File: config.mk
export PLATFORM = sky130hd
export DESIGN_NAME = rtc_oscillator_control_status_regs
export DESIGN_NICKNAME = d
export VERILOG_FILES = /design/src/hw/rtc_ctrl_pkg.sv /design/src/hw/rtc_oscillator_control_status_regs.sv
export VERILOG_INCLUDE_DIRS = /design/src /design/src/hw
export SDC_FILE = /design/constraint.sdc
export NUM_CORES = 1
export LEC_CHECK = 0
export BUFFER_PORTS_ARGS = -buffer_cell sky130_fd_sc_hd__buf_2
export CORE_MARGIN = 2
export CORE_UTILIZATION = 55
export DETAILED_ROUTE_END_ITERATION = 16
export PLACE_DENSITY = 0.74
export SYNTH_ARGS = -nofsm -noshare
export SYNTH_HDL_FRONTEND = slang
export SYNTH_SLANG_ARGS = --single-unit
File: constraint.sdc
create_clock -name aclk -period 2.6 [get_ports aclk]
set_input_delay 0.52 -clock aclk [delete_from_list [all_inputs] [get_ports aclk]]
set_output_delay 0.52 -clock aclk [all_outputs]
set_load 0.01 [all_outputs]
File: src/hw/rtc_ctrl_defs.svh
`ifndef RTC_CTRL_DEFS_SVH
`define RTC_CTRL_DEFS_SVH

// Register indices; the byte address is four times the index.
`define IDX_RATE_OSC 6'h0a
`define IDX_MODE_EN 6'h0b
`define IDX_EVENT_FLAGS 6'h0c
`define IDX_BACKUP_STAT 6'h0d
`define IDX_IRQ_STATUS 6'h0e
`define IDX_IRQ_MASK 6'h0f

// Field positions in the first and second control registers.
`define BIT_UPDATE_IN_PROGRESS 7
`define POS_RUN_SELECT 4
`define BIT_TRANSFER_INHIBIT 7
`define BIT_PERIODIC_IRQ_EN 6
`define BIT_ALARM_IRQ_EN 5
`define BIT_UPDATE_IRQ_EN 4
`define BIT_SQUARE_WAVE_EN 3

// Field positions in the event and integrity registers.
`define BIT_IRQ_REQUEST 7
`define BIT_PERIODIC_FLAG 6
`define BIT_ALARM_FLAG 5
`define BIT_UPDATE_FLAG 4
`define BIT_RAW_CLOCK_OUT 2
`define BIT_BACKUP_VALID 7

// Interrupt status and mask layout.
`define IRQ_PERIODIC 0
`define IRQ_ALARM 1
`define IRQ_UPDATE 2
`define IRQ_RECOVERED 3
`define IRQ_WIDTH 4

// Reset values.
`define RST_EVENT_FLAGS 8'h00
`define RST_IRQ 4'h0

// Run select patterns.
`define RUN_NORMAL 3'b010
`define RUN_TEST 3'b011

// Timing.
`define CLK_HZ 50000000
`define TIMEBASE_HZ 32768
`define HALF_PERIOD_CYCLES (`CLK_HZ / (2 * `TIMEBASE_HZ))
`define FIRST_UPDATE_MS 500
`define FIRST_UPDATE_TICKS ((`FIRST_UPDATE_MS * `TIMEBASE_HZ) / 1000)
`define UPDATE_WINDOW_TICKS 8
`define WP_HOLD_MS 200
`define WP_HOLD_TICKS ((`WP_HOLD_MS * `TIMEBASE_HZ + 999) / 1000)

// Bus responses.
`define RESP_OKAY 2'b00
`define RESP_SLVERR 2'b10

`endif

File: src/hw/rtc_ctrl_pkg.sv
`default_nettype none
package rtc_ctrl_pkg;

	typedef logic [7:0] byte_t;

	typedef enum logic [1:0] {
		OSC_OFF = 2'b00,
		OSC_RUN = 2'b01,
		OSC_RUN_TEST = 2'b10,
		OSC_HOLD = 2'b11
	} osc_mode_t;

endpackage

`default_nettype wire

File: src/hw/rtc_oscillator_control_status_regs.sv
// Function
// RQ1 - 010 runs oscillator and divider
// RQ2 - 011 runs too, event register writable
// RQ3 - test bit drives raw time base out
// RQ4 - 11X runs oscillator, divider held
// RQ5 - other patterns keep oscillator stopped
// RQ6 - power fail blocks clock/storage writes
// RQ7 - protection persists for recovery interval
// RQ8 - control registers accessible any time
// RQ9 - first register writable except bit 7
// RQ10 - first register: rate, run, update status
// RQ11 - second register fully read/write; here bit 4 reads 0 while bit 7 is set
// RQ12 - event register: flags and raw enable
// RQ13 - integrity register read-only, bit7 valid
// RQ14 - reset clears listed bits only
// RQ15 - first update 500ms after 010
// RQ16 - event register read clears flags
// RQ17 - power fail input, ticks time recovery
//
// Chosen here: the AXI4-Lite register port.
`timescale 1ns/10ps
`default_nettype none
`include "rtc_ctrl_defs.svh"

module rtc_oscillator_control_status_regs #(
	parameter int unsigned HOLD_TICKS = `WP_HOLD_TICKS
) (
	// Clock and reset.
	input wire logic aclk,
	input wire logic aresetn,
	// AXI4-Lite write address and data.
	input wire logic [7:0] s_axi_awaddr,
	input wire logic s_axi_awvalid,
	output logic s_axi_awready,
	input wire logic [31:0] s_axi_wdata,
	input wire logic [3:0] s_axi_wstrb,
	input wire logic s_axi_wvalid,
	output logic s_axi_wready,
	// AXI4-Lite write response.
	output logic [1:0] s_axi_bresp,
	output logic s_axi_bvalid,
	input wire logic s_axi_bready,
	// AXI4-Lite read.
	input wire logic [7:0] s_axi_araddr,
	input wire logic s_axi_arvalid,
	output logic s_axi_arready,
	output logic [31:0] s_axi_rdata,
	output logic [1:0] s_axi_rresp,
	output logic s_axi_rvalid,
	input wire logic s_axi_rready,
	// Pins from outside.
	input wire logic power_fail,
	input wire logic backup_valid,
	input wire logic alarm_match,
	// Pins to outside.
	output logic square_wave_pin,
	output logic irq_pin_out,
	output logic irq_pin_oe,
	output logic write_block,
	output logic oscillator_on,
	output logic irq
);
	import rtc_ctrl_pkg::*;

	function automatic osc_mode_t decode_run(input logic [2:0] sel);
		if (sel == `RUN_NORMAL)
			return OSC_RUN;
		else if (sel == `RUN_TEST)
			return OSC_RUN_TEST;
		else if (sel[2:1] == 2'b11)
			return OSC_HOLD;
		else
			return OSC_OFF;
	endfunction

	// Divider tap for a rate; 0 means no output.
	function automatic logic [3:0] tap_of(input logic [3:0] rs);
		if (rs == 4'h0)
			return 4'h0;
		else if (rs < 4'h3)
			return rs + 4'h7;
		else
			return rs - 4'h1;
	endfunction

	// Synchronisers for the pins.
	logic pf_s1_q, pf_s2_q, bv_s1_q, bv_s2_q;
	logic al_s1_q, al_s2_q, al_s3_q;

	always_ff @(posedge aclk) begin
		pf_s1_q <= power_fail;
		pf_s2_q <= pf_s1_q;
		bv_s1_q <= backup_valid;
		bv_s2_q <= bv_s1_q;
		al_s1_q <= alarm_match;
		al_s2_q <= al_s1_q;
		al_s3_q <= al_s2_q;
	end

	logic alarm_ev;
	assign alarm_ev = al_s2_q & ~al_s3_q;

	// Control register fields.
	logic [2:0] run_sel_q;
	logic [3:0] rate_select_q;
	logic transfer_inhibit_q, periodic_irq_enable_q, alarm_irq_enable_q;
	logic update_irq_enable_q, square_wave_enable_q;
	logic number_format_select_q, hour_mode_select_q;
	logic daylight_adjust_enable_q;
	logic irq_request_flag_q, periodic_event_flag_q;
	logic alarm_event_flag_q, update_done_flag_q, raw_clock_out_enable_q;
	logic update_in_progress_q;

	osc_mode_t mode;
	logic osc_run, div_run, c_writable;
	assign mode = decode_run(run_sel_q);
	assign osc_run = (mode != OSC_OFF); // see RQ5
	assign div_run = (mode == OSC_RUN) || (mode == OSC_RUN_TEST); // see RQ4
	assign c_writable = (mode == OSC_RUN_TEST); // see RQ2

	// Time base: half periods of the 32.768kHz oscillator.
	localparam int unsigned HALF_CYC = `HALF_PERIOD_CYCLES;
	logic [10:0] half_cnt_q;
	logic raw_clk_q;
	logic half_ev, tick;
	assign half_ev = osc_run && (half_cnt_q == 11'(HALF_CYC - 1));
	assign tick = half_ev && !raw_clk_q;

	always_ff @(posedge aclk) begin
		if (!aresetn)
			half_cnt_q <= 11'h000;
		else if (!osc_run || half_ev)
			half_cnt_q <= 11'h000;
		else
			half_cnt_q <= half_cnt_q + 11'h001;
	end

	always_ff @(posedge aclk) begin
		if (!aresetn)
			raw_clk_q <= 1'b0;
		else if (!osc_run)
			raw_clk_q <= 1'b0;
		else if (half_ev)
			raw_clk_q <= ~raw_clk_q;
	end

	// Bus handshake state.
	logic aw_have_q, w_have_q, ar_have_q;
	logic [5:0] aw_idx_q, ar_idx_q;
	logic [7:0] wbyte_q;
	logic wlane_q;
	logic wr_fire, rd_fire, wr_en;
	assign wr_fire = aw_have_q && w_have_q && !s_axi_bvalid;
	assign rd_fire = ar_have_q && !s_axi_rvalid;
	assign wr_en = wr_fire && wlane_q; // see RQ8

	logic wr_a, wr_b, wr_c, wr_st, wr_mk, rd_c;
	assign wr_a = wr_en && (aw_idx_q == `IDX_RATE_OSC);
	assign wr_b = wr_en && (aw_idx_q == `IDX_MODE_EN);
	assign wr_c = wr_en && (aw_idx_q == `IDX_EVENT_FLAGS) && c_writable;
	assign wr_st = wr_en && (aw_idx_q == `IDX_IRQ_STATUS);
	assign wr_mk = wr_en && (aw_idx_q == `IDX_IRQ_MASK);
	assign rd_c = rd_fire && (ar_idx_q == `IDX_EVENT_FLAGS);

	// Divider chain and update cycle.
	logic [14:0] div_q;
	logic update_ev;
	assign update_ev = tick && div_run && (div_q == 15'h7fff);

	always_ff @(posedge aclk) begin
		if (!aresetn)
			div_q <= 15'h0000;
		else if (wr_a && s_axi_wdata[6:4] == `RUN_NORMAL)
			div_q <= 15'(32768 - `FIRST_UPDATE_TICKS); // see RQ15
		else if (tick && div_run)
			div_q <= div_q + 15'h0001; // see RQ1
	end

	always_ff @(posedge aclk) begin
		if (transfer_inhibit_q || !div_run)
			update_in_progress_q <= 1'b0;
		else
			update_in_progress_q <=
				(div_q >= 15'(32768 - `UPDATE_WINDOW_TICKS)); // see RQ10
	end

	// Periodic event from the selected divider tap.
	logic [3:0] tap;
	logic [14:0] low_mask;
	logic periodic_ev, tap_level;
	assign tap = tap_of(rate_select_q);
	assign low_mask = 15'((16'h0001 << tap) - 16'h0001);
	assign periodic_ev = tick && div_run && (tap != 4'h0)
		&& ((div_q & low_mask) == low_mask);
	assign tap_level = (tap != 4'h0) && div_q[tap - 4'h1];

	// First control register: reset clears only the two low run bits.
	always_ff @(posedge aclk) begin
		if (!aresetn) begin
			run_sel_q[1:0] <= 2'b00; // see RQ14
		end else if (wr_a) begin
			run_sel_q <= wbyte_q[6:4]; // see RQ9
			rate_select_q <= wbyte_q[3:0];
		end
	end

	// Second control register.
	always_ff @(posedge aclk) begin
		if (!aresetn) begin
			periodic_irq_enable_q <= 1'b0; // see RQ14
			alarm_irq_enable_q <= 1'b0;
			update_irq_enable_q <= 1'b0;
			square_wave_enable_q <= 1'b0;
		end else if (wr_b) begin
			periodic_irq_enable_q <= wbyte_q[`BIT_PERIODIC_IRQ_EN]; // see RQ11
			alarm_irq_enable_q <= wbyte_q[`BIT_ALARM_IRQ_EN];
			update_irq_enable_q <= wbyte_q[`BIT_UPDATE_IRQ_EN]
				& ~wbyte_q[`BIT_TRANSFER_INHIBIT];
			square_wave_enable_q <= wbyte_q[`BIT_SQUARE_WAVE_EN];
		end else if (transfer_inhibit_q) begin
			update_irq_enable_q <= 1'b0;
		end
	end

	always_ff @(posedge aclk) begin
		if (wr_b) begin
			transfer_inhibit_q <= wbyte_q[`BIT_TRANSFER_INHIBIT];
			number_format_select_q <= wbyte_q[2];
			hour_mode_select_q <= wbyte_q[1];
			daylight_adjust_enable_q <= wbyte_q[0];
		end
	end

	// Event register. A new event wins over the clear by read.
	logic pf_d, af_d, uf_d, req_d;
	always_comb begin
		pf_d = periodic_event_flag_q;
		af_d = alarm_event_flag_q;
		uf_d = update_done_flag_q;
		req_d = irq_request_flag_q;
		if (rd_c) begin
			pf_d = 1'b0; // see RQ16
			af_d = 1'b0;
			uf_d = 1'b0;
			req_d = 1'b0;
		end
		if (wr_c) begin
			pf_d = wbyte_q[`BIT_PERIODIC_FLAG]; // see RQ2
			af_d = wbyte_q[`BIT_ALARM_FLAG];
			uf_d = wbyte_q[`BIT_UPDATE_FLAG];
			req_d = wbyte_q[`BIT_IRQ_REQUEST];
		end
		pf_d = pf_d | periodic_ev;
		af_d = af_d | alarm_ev;
		uf_d = uf_d | update_ev;
		req_d = req_d
			| (periodic_ev & periodic_irq_enable_q)
			| (alarm_ev & alarm_irq_enable_q)
			| (update_ev & update_irq_enable_q & ~transfer_inhibit_q);
	end

	always_ff @(posedge aclk) begin
		if (!aresetn) begin
			periodic_event_flag_q <= 1'b0; // see RQ14
			alarm_event_flag_q <= 1'b0;
			update_done_flag_q <= 1'b0;
			irq_request_flag_q <= 1'b0;
			raw_clock_out_enable_q <= 1'b0;
		end else begin
			periodic_event_flag_q <= pf_d; // see RQ12
			alarm_event_flag_q <= af_d;
			update_done_flag_q <= uf_d;
			irq_request_flag_q <= req_d;
			if (wr_c)
				raw_clock_out_enable_q <= wbyte_q[`BIT_RAW_CLOCK_OUT];
			else if (rd_c)
				raw_clock_out_enable_q <= 1'b0;
		end
	end

	// Power fail protection and its recovery interval.
	logic [31:0] hold_q;
	logic protect, recovered_ev;
	assign protect = pf_s2_q || (hold_q != 32'h0);
	assign recovered_ev = !pf_s2_q && (hold_q == 32'h1) && tick;

	always_ff @(posedge aclk) begin
		if (!aresetn)
			hold_q <= 32'h0;
		else if (pf_s2_q)
			hold_q <= HOLD_TICKS; // see RQ17
		else if (tick && hold_q != 32'h0)
			hold_q <= hold_q - 32'h1; // see RQ7
	end

	// Interrupt status, mask and output.
	logic [`IRQ_WIDTH-1:0] irq_st_q, irq_mask_q, irq_set;
	assign irq_set = {recovered_ev, update_ev, alarm_ev, periodic_ev};

	always_ff @(posedge aclk) begin
		if (!aresetn)
			irq_st_q <= `RST_IRQ;
		else if (wr_st)
			irq_st_q <= (irq_st_q & ~wbyte_q[`IRQ_WIDTH-1:0]) | irq_set;
		else
			irq_st_q <= irq_st_q | irq_set;
	end

	always_ff @(posedge aclk) begin
		if (!aresetn)
			irq_mask_q <= `RST_IRQ;
		else if (wr_mk)
			irq_mask_q <= wbyte_q[`IRQ_WIDTH-1:0];
	end

	// Pin outputs, all registered.
	always_ff @(posedge aclk) begin
		if (!aresetn) begin
			square_wave_pin <= 1'b0;
			irq_pin_out <= 1'b0;
			irq_pin_oe <= 1'b0;
			write_block <= 1'b1;
			oscillator_on <= 1'b0;
			irq <= 1'b0;
		end else begin
			if (c_writable && raw_clock_out_enable_q)
				square_wave_pin <= raw_clk_q; // see RQ3
			else
				square_wave_pin <= square_wave_enable_q && div_run
					&& tap_level;
			irq_pin_out <= 1'b0;
			irq_pin_oe <= req_d; // see RQ16
			write_block <= protect; // see RQ6
			oscillator_on <= osc_run; // see RQ1
			irq <= |(irq_st_q & irq_mask_q);
		end
	end

	// Write channel: address and data taken in either order.
	always_ff @(posedge aclk) begin
		if (!aresetn) begin
			aw_have_q <= 1'b0;
			w_have_q <= 1'b0;
			s_axi_awready <= 1'b0;
			s_axi_wready <= 1'b0;
			s_axi_bvalid <= 1'b0;
			s_axi_bresp <= `RESP_OKAY;
			aw_idx_q <= 6'h00;
			wbyte_q <= 8'h00;
			wlane_q <= 1'b0;
		end else begin
			if (s_axi_awvalid && s_axi_awready) begin
				aw_have_q <= 1'b1;
				aw_idx_q <= s_axi_awaddr[7:2];
				s_axi_awready <= 1'b0;
			end else if (!aw_have_q && !s_axi_bvalid) begin
				s_axi_awready <= 1'b1;
			end
			if (s_axi_wvalid && s_axi_wready) begin
				w_have_q <= 1'b1;
				wbyte_q <= s_axi_wdata[7:0];
				wlane_q <= s_axi_wstrb[0];
				s_axi_wready <= 1'b0;
			end else if (!w_have_q && !s_axi_bvalid) begin
				s_axi_wready <= 1'b1;
			end
			if (wr_fire) begin
				aw_have_q <= 1'b0;
				w_have_q <= 1'b0;
				s_axi_bvalid <= 1'b1;
				s_axi_bresp <= (aw_idx_q >= `IDX_RATE_OSC
					&& aw_idx_q <= `IDX_IRQ_MASK)
					? `RESP_OKAY : `RESP_SLVERR;
			end else if (s_axi_bready) begin
				s_axi_bvalid <= 1'b0;
			end
		end
	end

	// Read channel.
	logic [7:0] rbyte;
	logic rhit;
	always_comb begin
		rbyte = 8'h00;
		rhit = 1'b1;
		case (ar_idx_q)
			`IDX_RATE_OSC: rbyte = {update_in_progress_q, run_sel_q,
				rate_select_q};
			`IDX_MODE_EN: rbyte = {transfer_inhibit_q,
				periodic_irq_enable_q, alarm_irq_enable_q,
				update_irq_enable_q, square_wave_enable_q,
				number_format_select_q, hour_mode_select_q,
				daylight_adjust_enable_q};
			`IDX_EVENT_FLAGS: rbyte = {irq_request_flag_q,
				periodic_event_flag_q, alarm_event_flag_q,
				update_done_flag_q, 1'b0, raw_clock_out_enable_q,
				2'b00};
			`IDX_BACKUP_STAT: rbyte = {bv_s2_q, 7'h00}; // see RQ13
			`IDX_IRQ_STATUS: rbyte = {4'h0, irq_st_q};
			`IDX_IRQ_MASK: rbyte = {4'h0, irq_mask_q};
			default: rhit = 1'b0;
		endcase
	end

	always_ff @(posedge aclk) begin
		if (!aresetn) begin
			ar_have_q <= 1'b0;
			ar_idx_q <= 6'h00;
			s_axi_arready <= 1'b0;
			s_axi_rvalid <= 1'b0;
			s_axi_rdata <= 32'h0000_0000;
			s_axi_rresp <= `RESP_OKAY;
		end else begin
			if (s_axi_arvalid && s_axi_arready) begin
				ar_have_q <= 1'b1;
				ar_idx_q <= s_axi_araddr[7:2];
				s_axi_arready <= 1'b0;
			end else if (!ar_have_q && !s_axi_rvalid) begin
				s_axi_arready <= 1'b1;
			end
			if (rd_fire) begin
				ar_have_q <= 1'b0;
				s_axi_rvalid <= 1'b1;
				s_axi_rdata <= {24'h000000, rbyte};
				s_axi_rresp <= rhit ? `RESP_OKAY : `RESP_SLVERR;
			end else if (s_axi_rready) begin
				s_axi_rvalid <= 1'b0;
			end
		end
	end

endmodule // rtc_oscillator_control_status_regs

`default_nettype wire

==> results.sh <==
export IMPL_setup_viol=0
export IMPL_grt_pass1_wl_um=23900
export IMPL_grt_pass1_vias=5009
export IMPL_rsz0062_at_grt="false"
export IMPL_p_leak_nw=2.84
export IMPL_io_buffers=50
export IMPL_cts_buffer_depth=2
export IMPL_ys_types=63
export IMPL_r2r_end="periodic_event_flag_q"
export IMPL_crit_family="simple AND/OR/NAND/NOR gates"
export IMPL_dp_hpwl_um=10000
export IMPL_dr_wl_met3_um=692
export IMPL_synth_warnings=0
export IMPL_diodes=0
export IMPL_async_reset_ff_share_pct=0
export IMPL_grt_usage_pct=23.3
export IMPL_chipHeight_um=112
export IMPL_cts_setup_buffers=0
export IMPL_clock_skew_final_ns=0.00697
export IMPL_pin_count=109
export IMPL_core_area_um2=11500
export IMPL_nNetsFinal=871
export IMPL_wl_met1_um=6330
export IMPL_power_density_nw_per_um2=674
export IMPL_final_cell_mix="dfxtp_1, nor2_1, nand2_1"
export IMPL_cts_tree="yes"
export IMPL_setup_ws_ns=0.141
export IMPL_rrSetupSlack_ns=0.14
export IMPL_stdcell_area_um2=7440
export IMPL_arrival_ns=2.74
export IMPL_area_growth_pct=15.0
export IMPL_cts_hold_buf=0
export IMPL_top_layer="met4"
export IMPL_path_class="reg2reg"
export IMPL_cts_sinks=138
export IMPL_path_buf_inv=1
export IMPL_worstPathRequired_ns=2.88
export IMPL_irDropWorstVdd_uv=850
export IMPL_drt_iter0_markers=333
export IMPL_clkLatencyLatePin_ns=0.42
export IMPL_route_vias_total=5444
export IMPL_overflow=0
export IMPL_avgSynthCellArea_um2=8.66
export IMPL_hold_viol_final=0
export IMPL_hold_class="in2reg"
export IMPL_htree_levels=4
export IMPL_worstSetupEndpointType="flip-flop"
export IMPL_fin_crit_ns=2.46
export IMPL_path_max_fanout=8
export IMPL_drt_vias_per_instance=5.70
export IMPL_numCtsBuffers=17
export IMPL_outcome="complete, no violations"
export IMPL_tightest_slew_ns=0.759
export IMPL_drc=0
export IMPL_yosysSeqAreaShare_pct=44.1
export IMPL_synth_seq_cells=138
export IMPL_grt_max_degree=30
export IMPL_wl_per_cell_um=14.8
export IMPL_ys_flop_type="dfxtp_1"
export IMPL_slew_limit_headroom_pct=49.3
export IMPL_antenna_found_initial=0
export IMPL_report_final_slew_viol_count=0
export IMPL_drv_cap=0
export IMPL_die_x_um=112
export IMPL_clk_pin_slew_worst_paths_ns=0.06
export IMPL_cp_cell_sequence="nor4_4, inv_1, ha_1, or4b_2, a21oi_1, nor3_1, o2111ai_1, o21ai_0"
export IMPL_cts_root_buffer="clkbuf_16"
export IMPL_fmax_ghz=0.407
export IMPL_finalSetupTns_ns=0
export IMPL_crit_path_start="rate_select_q[0]"
export IMPL_totalWireLength_um=14200
export IMPL_synth_enable_flop_cells=9
export IMPL_placement_cell_area_um2=6790
export IMPL_initial_core_util_pct=56.4
export IMPL_rr_worst_depth=8
export IMPL_worstReg2RegStart="rate_select_q[0]"
export IMPL_netlist_instances=747
export IMPL_post_place_ws_ns=0.0775
export IMPL_max_stage_delay_ns=0.64
export IMPL_syn_area_um2=6470
export IMPL_gp_congestion=0.920
export IMPL_placementRows=39
export IMPL_crit_path_start_kind="flip-flop"
export IMPL_die_area_um2=12600
export IMPL_dr_wl_met2_um=6980
export IMPL_first_pass_iters=7
export IMPL_layout_commonest_cell="dfxtp_1"
export IMPL_cpMaxStageDelayCell="or4b_2"
export IMPL_drive_gt1_share_pct=14.9
export IMPL_fin_crit_sh_pct=94.6
export IMPL_path_depth=8
export IMPL_critPathCapture="periodic_event_flag_q"
export IMPL_postRouteAntennaNets=0
## worst min path at each step
stage,start,end,depth (start not counted)
after floorplan,al_s1_q,al_s2_q,0
after global placement,al_s1_q,al_s2_q,0
after detailed placement,al_s1_q,al_s2_q,0
after CTS,alarm_match,al_s1_q,1
after global routing,alarm_match,al_s1_q,1
final,alarm_match,al_s1_q,1
## flip-flops by register name, indices dropped and copies added (netlist names), 3 cells and up
register and flops:
irq_mask_q 4, div_q 15, ar_idx_q 6, s_axi_rdata 8
run_sel_q 3, half_cnt_q 11, rate_select_q 4, irq_st_q 4
aw_idx_q 6, hold_q 32, wbyte_q 8
## repair_timing
action | in CTS | in global routing
endpoints found under the hold margin | 0 | 0
endpoints found under the setup margin | 0 | 6
gates resized for setup | 0 | 6
## worst register-to-register path, stage by stage, from the launching register on
cell       delay (ns)
edfxtp_1         0.43
nor4_4           0.31
inv_1            0.07
ha_1             0.29
or4b_2           0.64
a21oi_1          0.17
nor3_1           0.07
o2111ai_1        0.18
o21ai_0          0.16
## synth_stat cells, types with 16 or more instances
library cell	count	area [um^2]
dfxtp_1	129	2580
clkbuf_1	26	97.6
o21ai_0	22	110
xor2_1	16	140
xnor2_1	33	289
nor2_1	98	368
nand3_1	36	180
nand2_1	67	251
nor3_1	32	160
a21oi_1	49	245
inv_1	20	75.1
buf_4	27	203
## cell families after synthesis
| group | after synthesis | share of synthesized area [%] |
|---|---|---|
| adder cells (fa/ha/maj) | 10 | 1.93 |
| XOR/XNOR | 49 | 6.64 |
| AO/OA/AOI/OAI | 125 | 12.2 |
| flip-flops | 138 | 44.1 |
| multiplexers | 18 | 3.83 |
| AND/OR/NAND/NOR | 321 | 24.4 |
| other | 2 | 0.116 |
| buffers and inverters | 84 | 6.71 |
## through the flow
stage          cells  hold slack [ns]  util [%]  total power, mW
2_1_floorplan    773            0.310         -             2.48
3_3_place_gp     923            0.310      59.2             2.52
3_5_place_dp     923            0.316      59.2             2.54
4_1_cts          955            0.187      64.6             5.05
5_1_grt          955            0.181      64.9             5.18
6_report         955            0.199      64.9             5.01
## cell type report
cell class / count / area [um^2]
clock buffers: 20 / 447
clock inverters: 12 / 170
fillers: 946 / 4030
inverters: 21 / 78.8
multi-input cells: 551 / 3310
flip-flops and latches: 138 / 2850
well taps: 143 / 179
repair buffers: 70 / 400
## routing by layer
layer	global-route usage [%]	vias to the layer above
met2	38.6	143
met5	0	-
met1	30.3	2610
met3	5.99	17
met4	6.59	0
li1	-	2674
## power by group
| part | switching (mW) | internal (mW) | total [mW] |
|---|---|---|---|
| registers | 0.0588 | 2.18 | 2.24 |
| logic | 0.155 | 0.0966 | 0.251 |
| clock network | 0.893 | 1.62 | 2.52 |
| total | 1.11 | 3.91 | 5.01 |
Note: power is estimated with default switching activity, not from simulation.
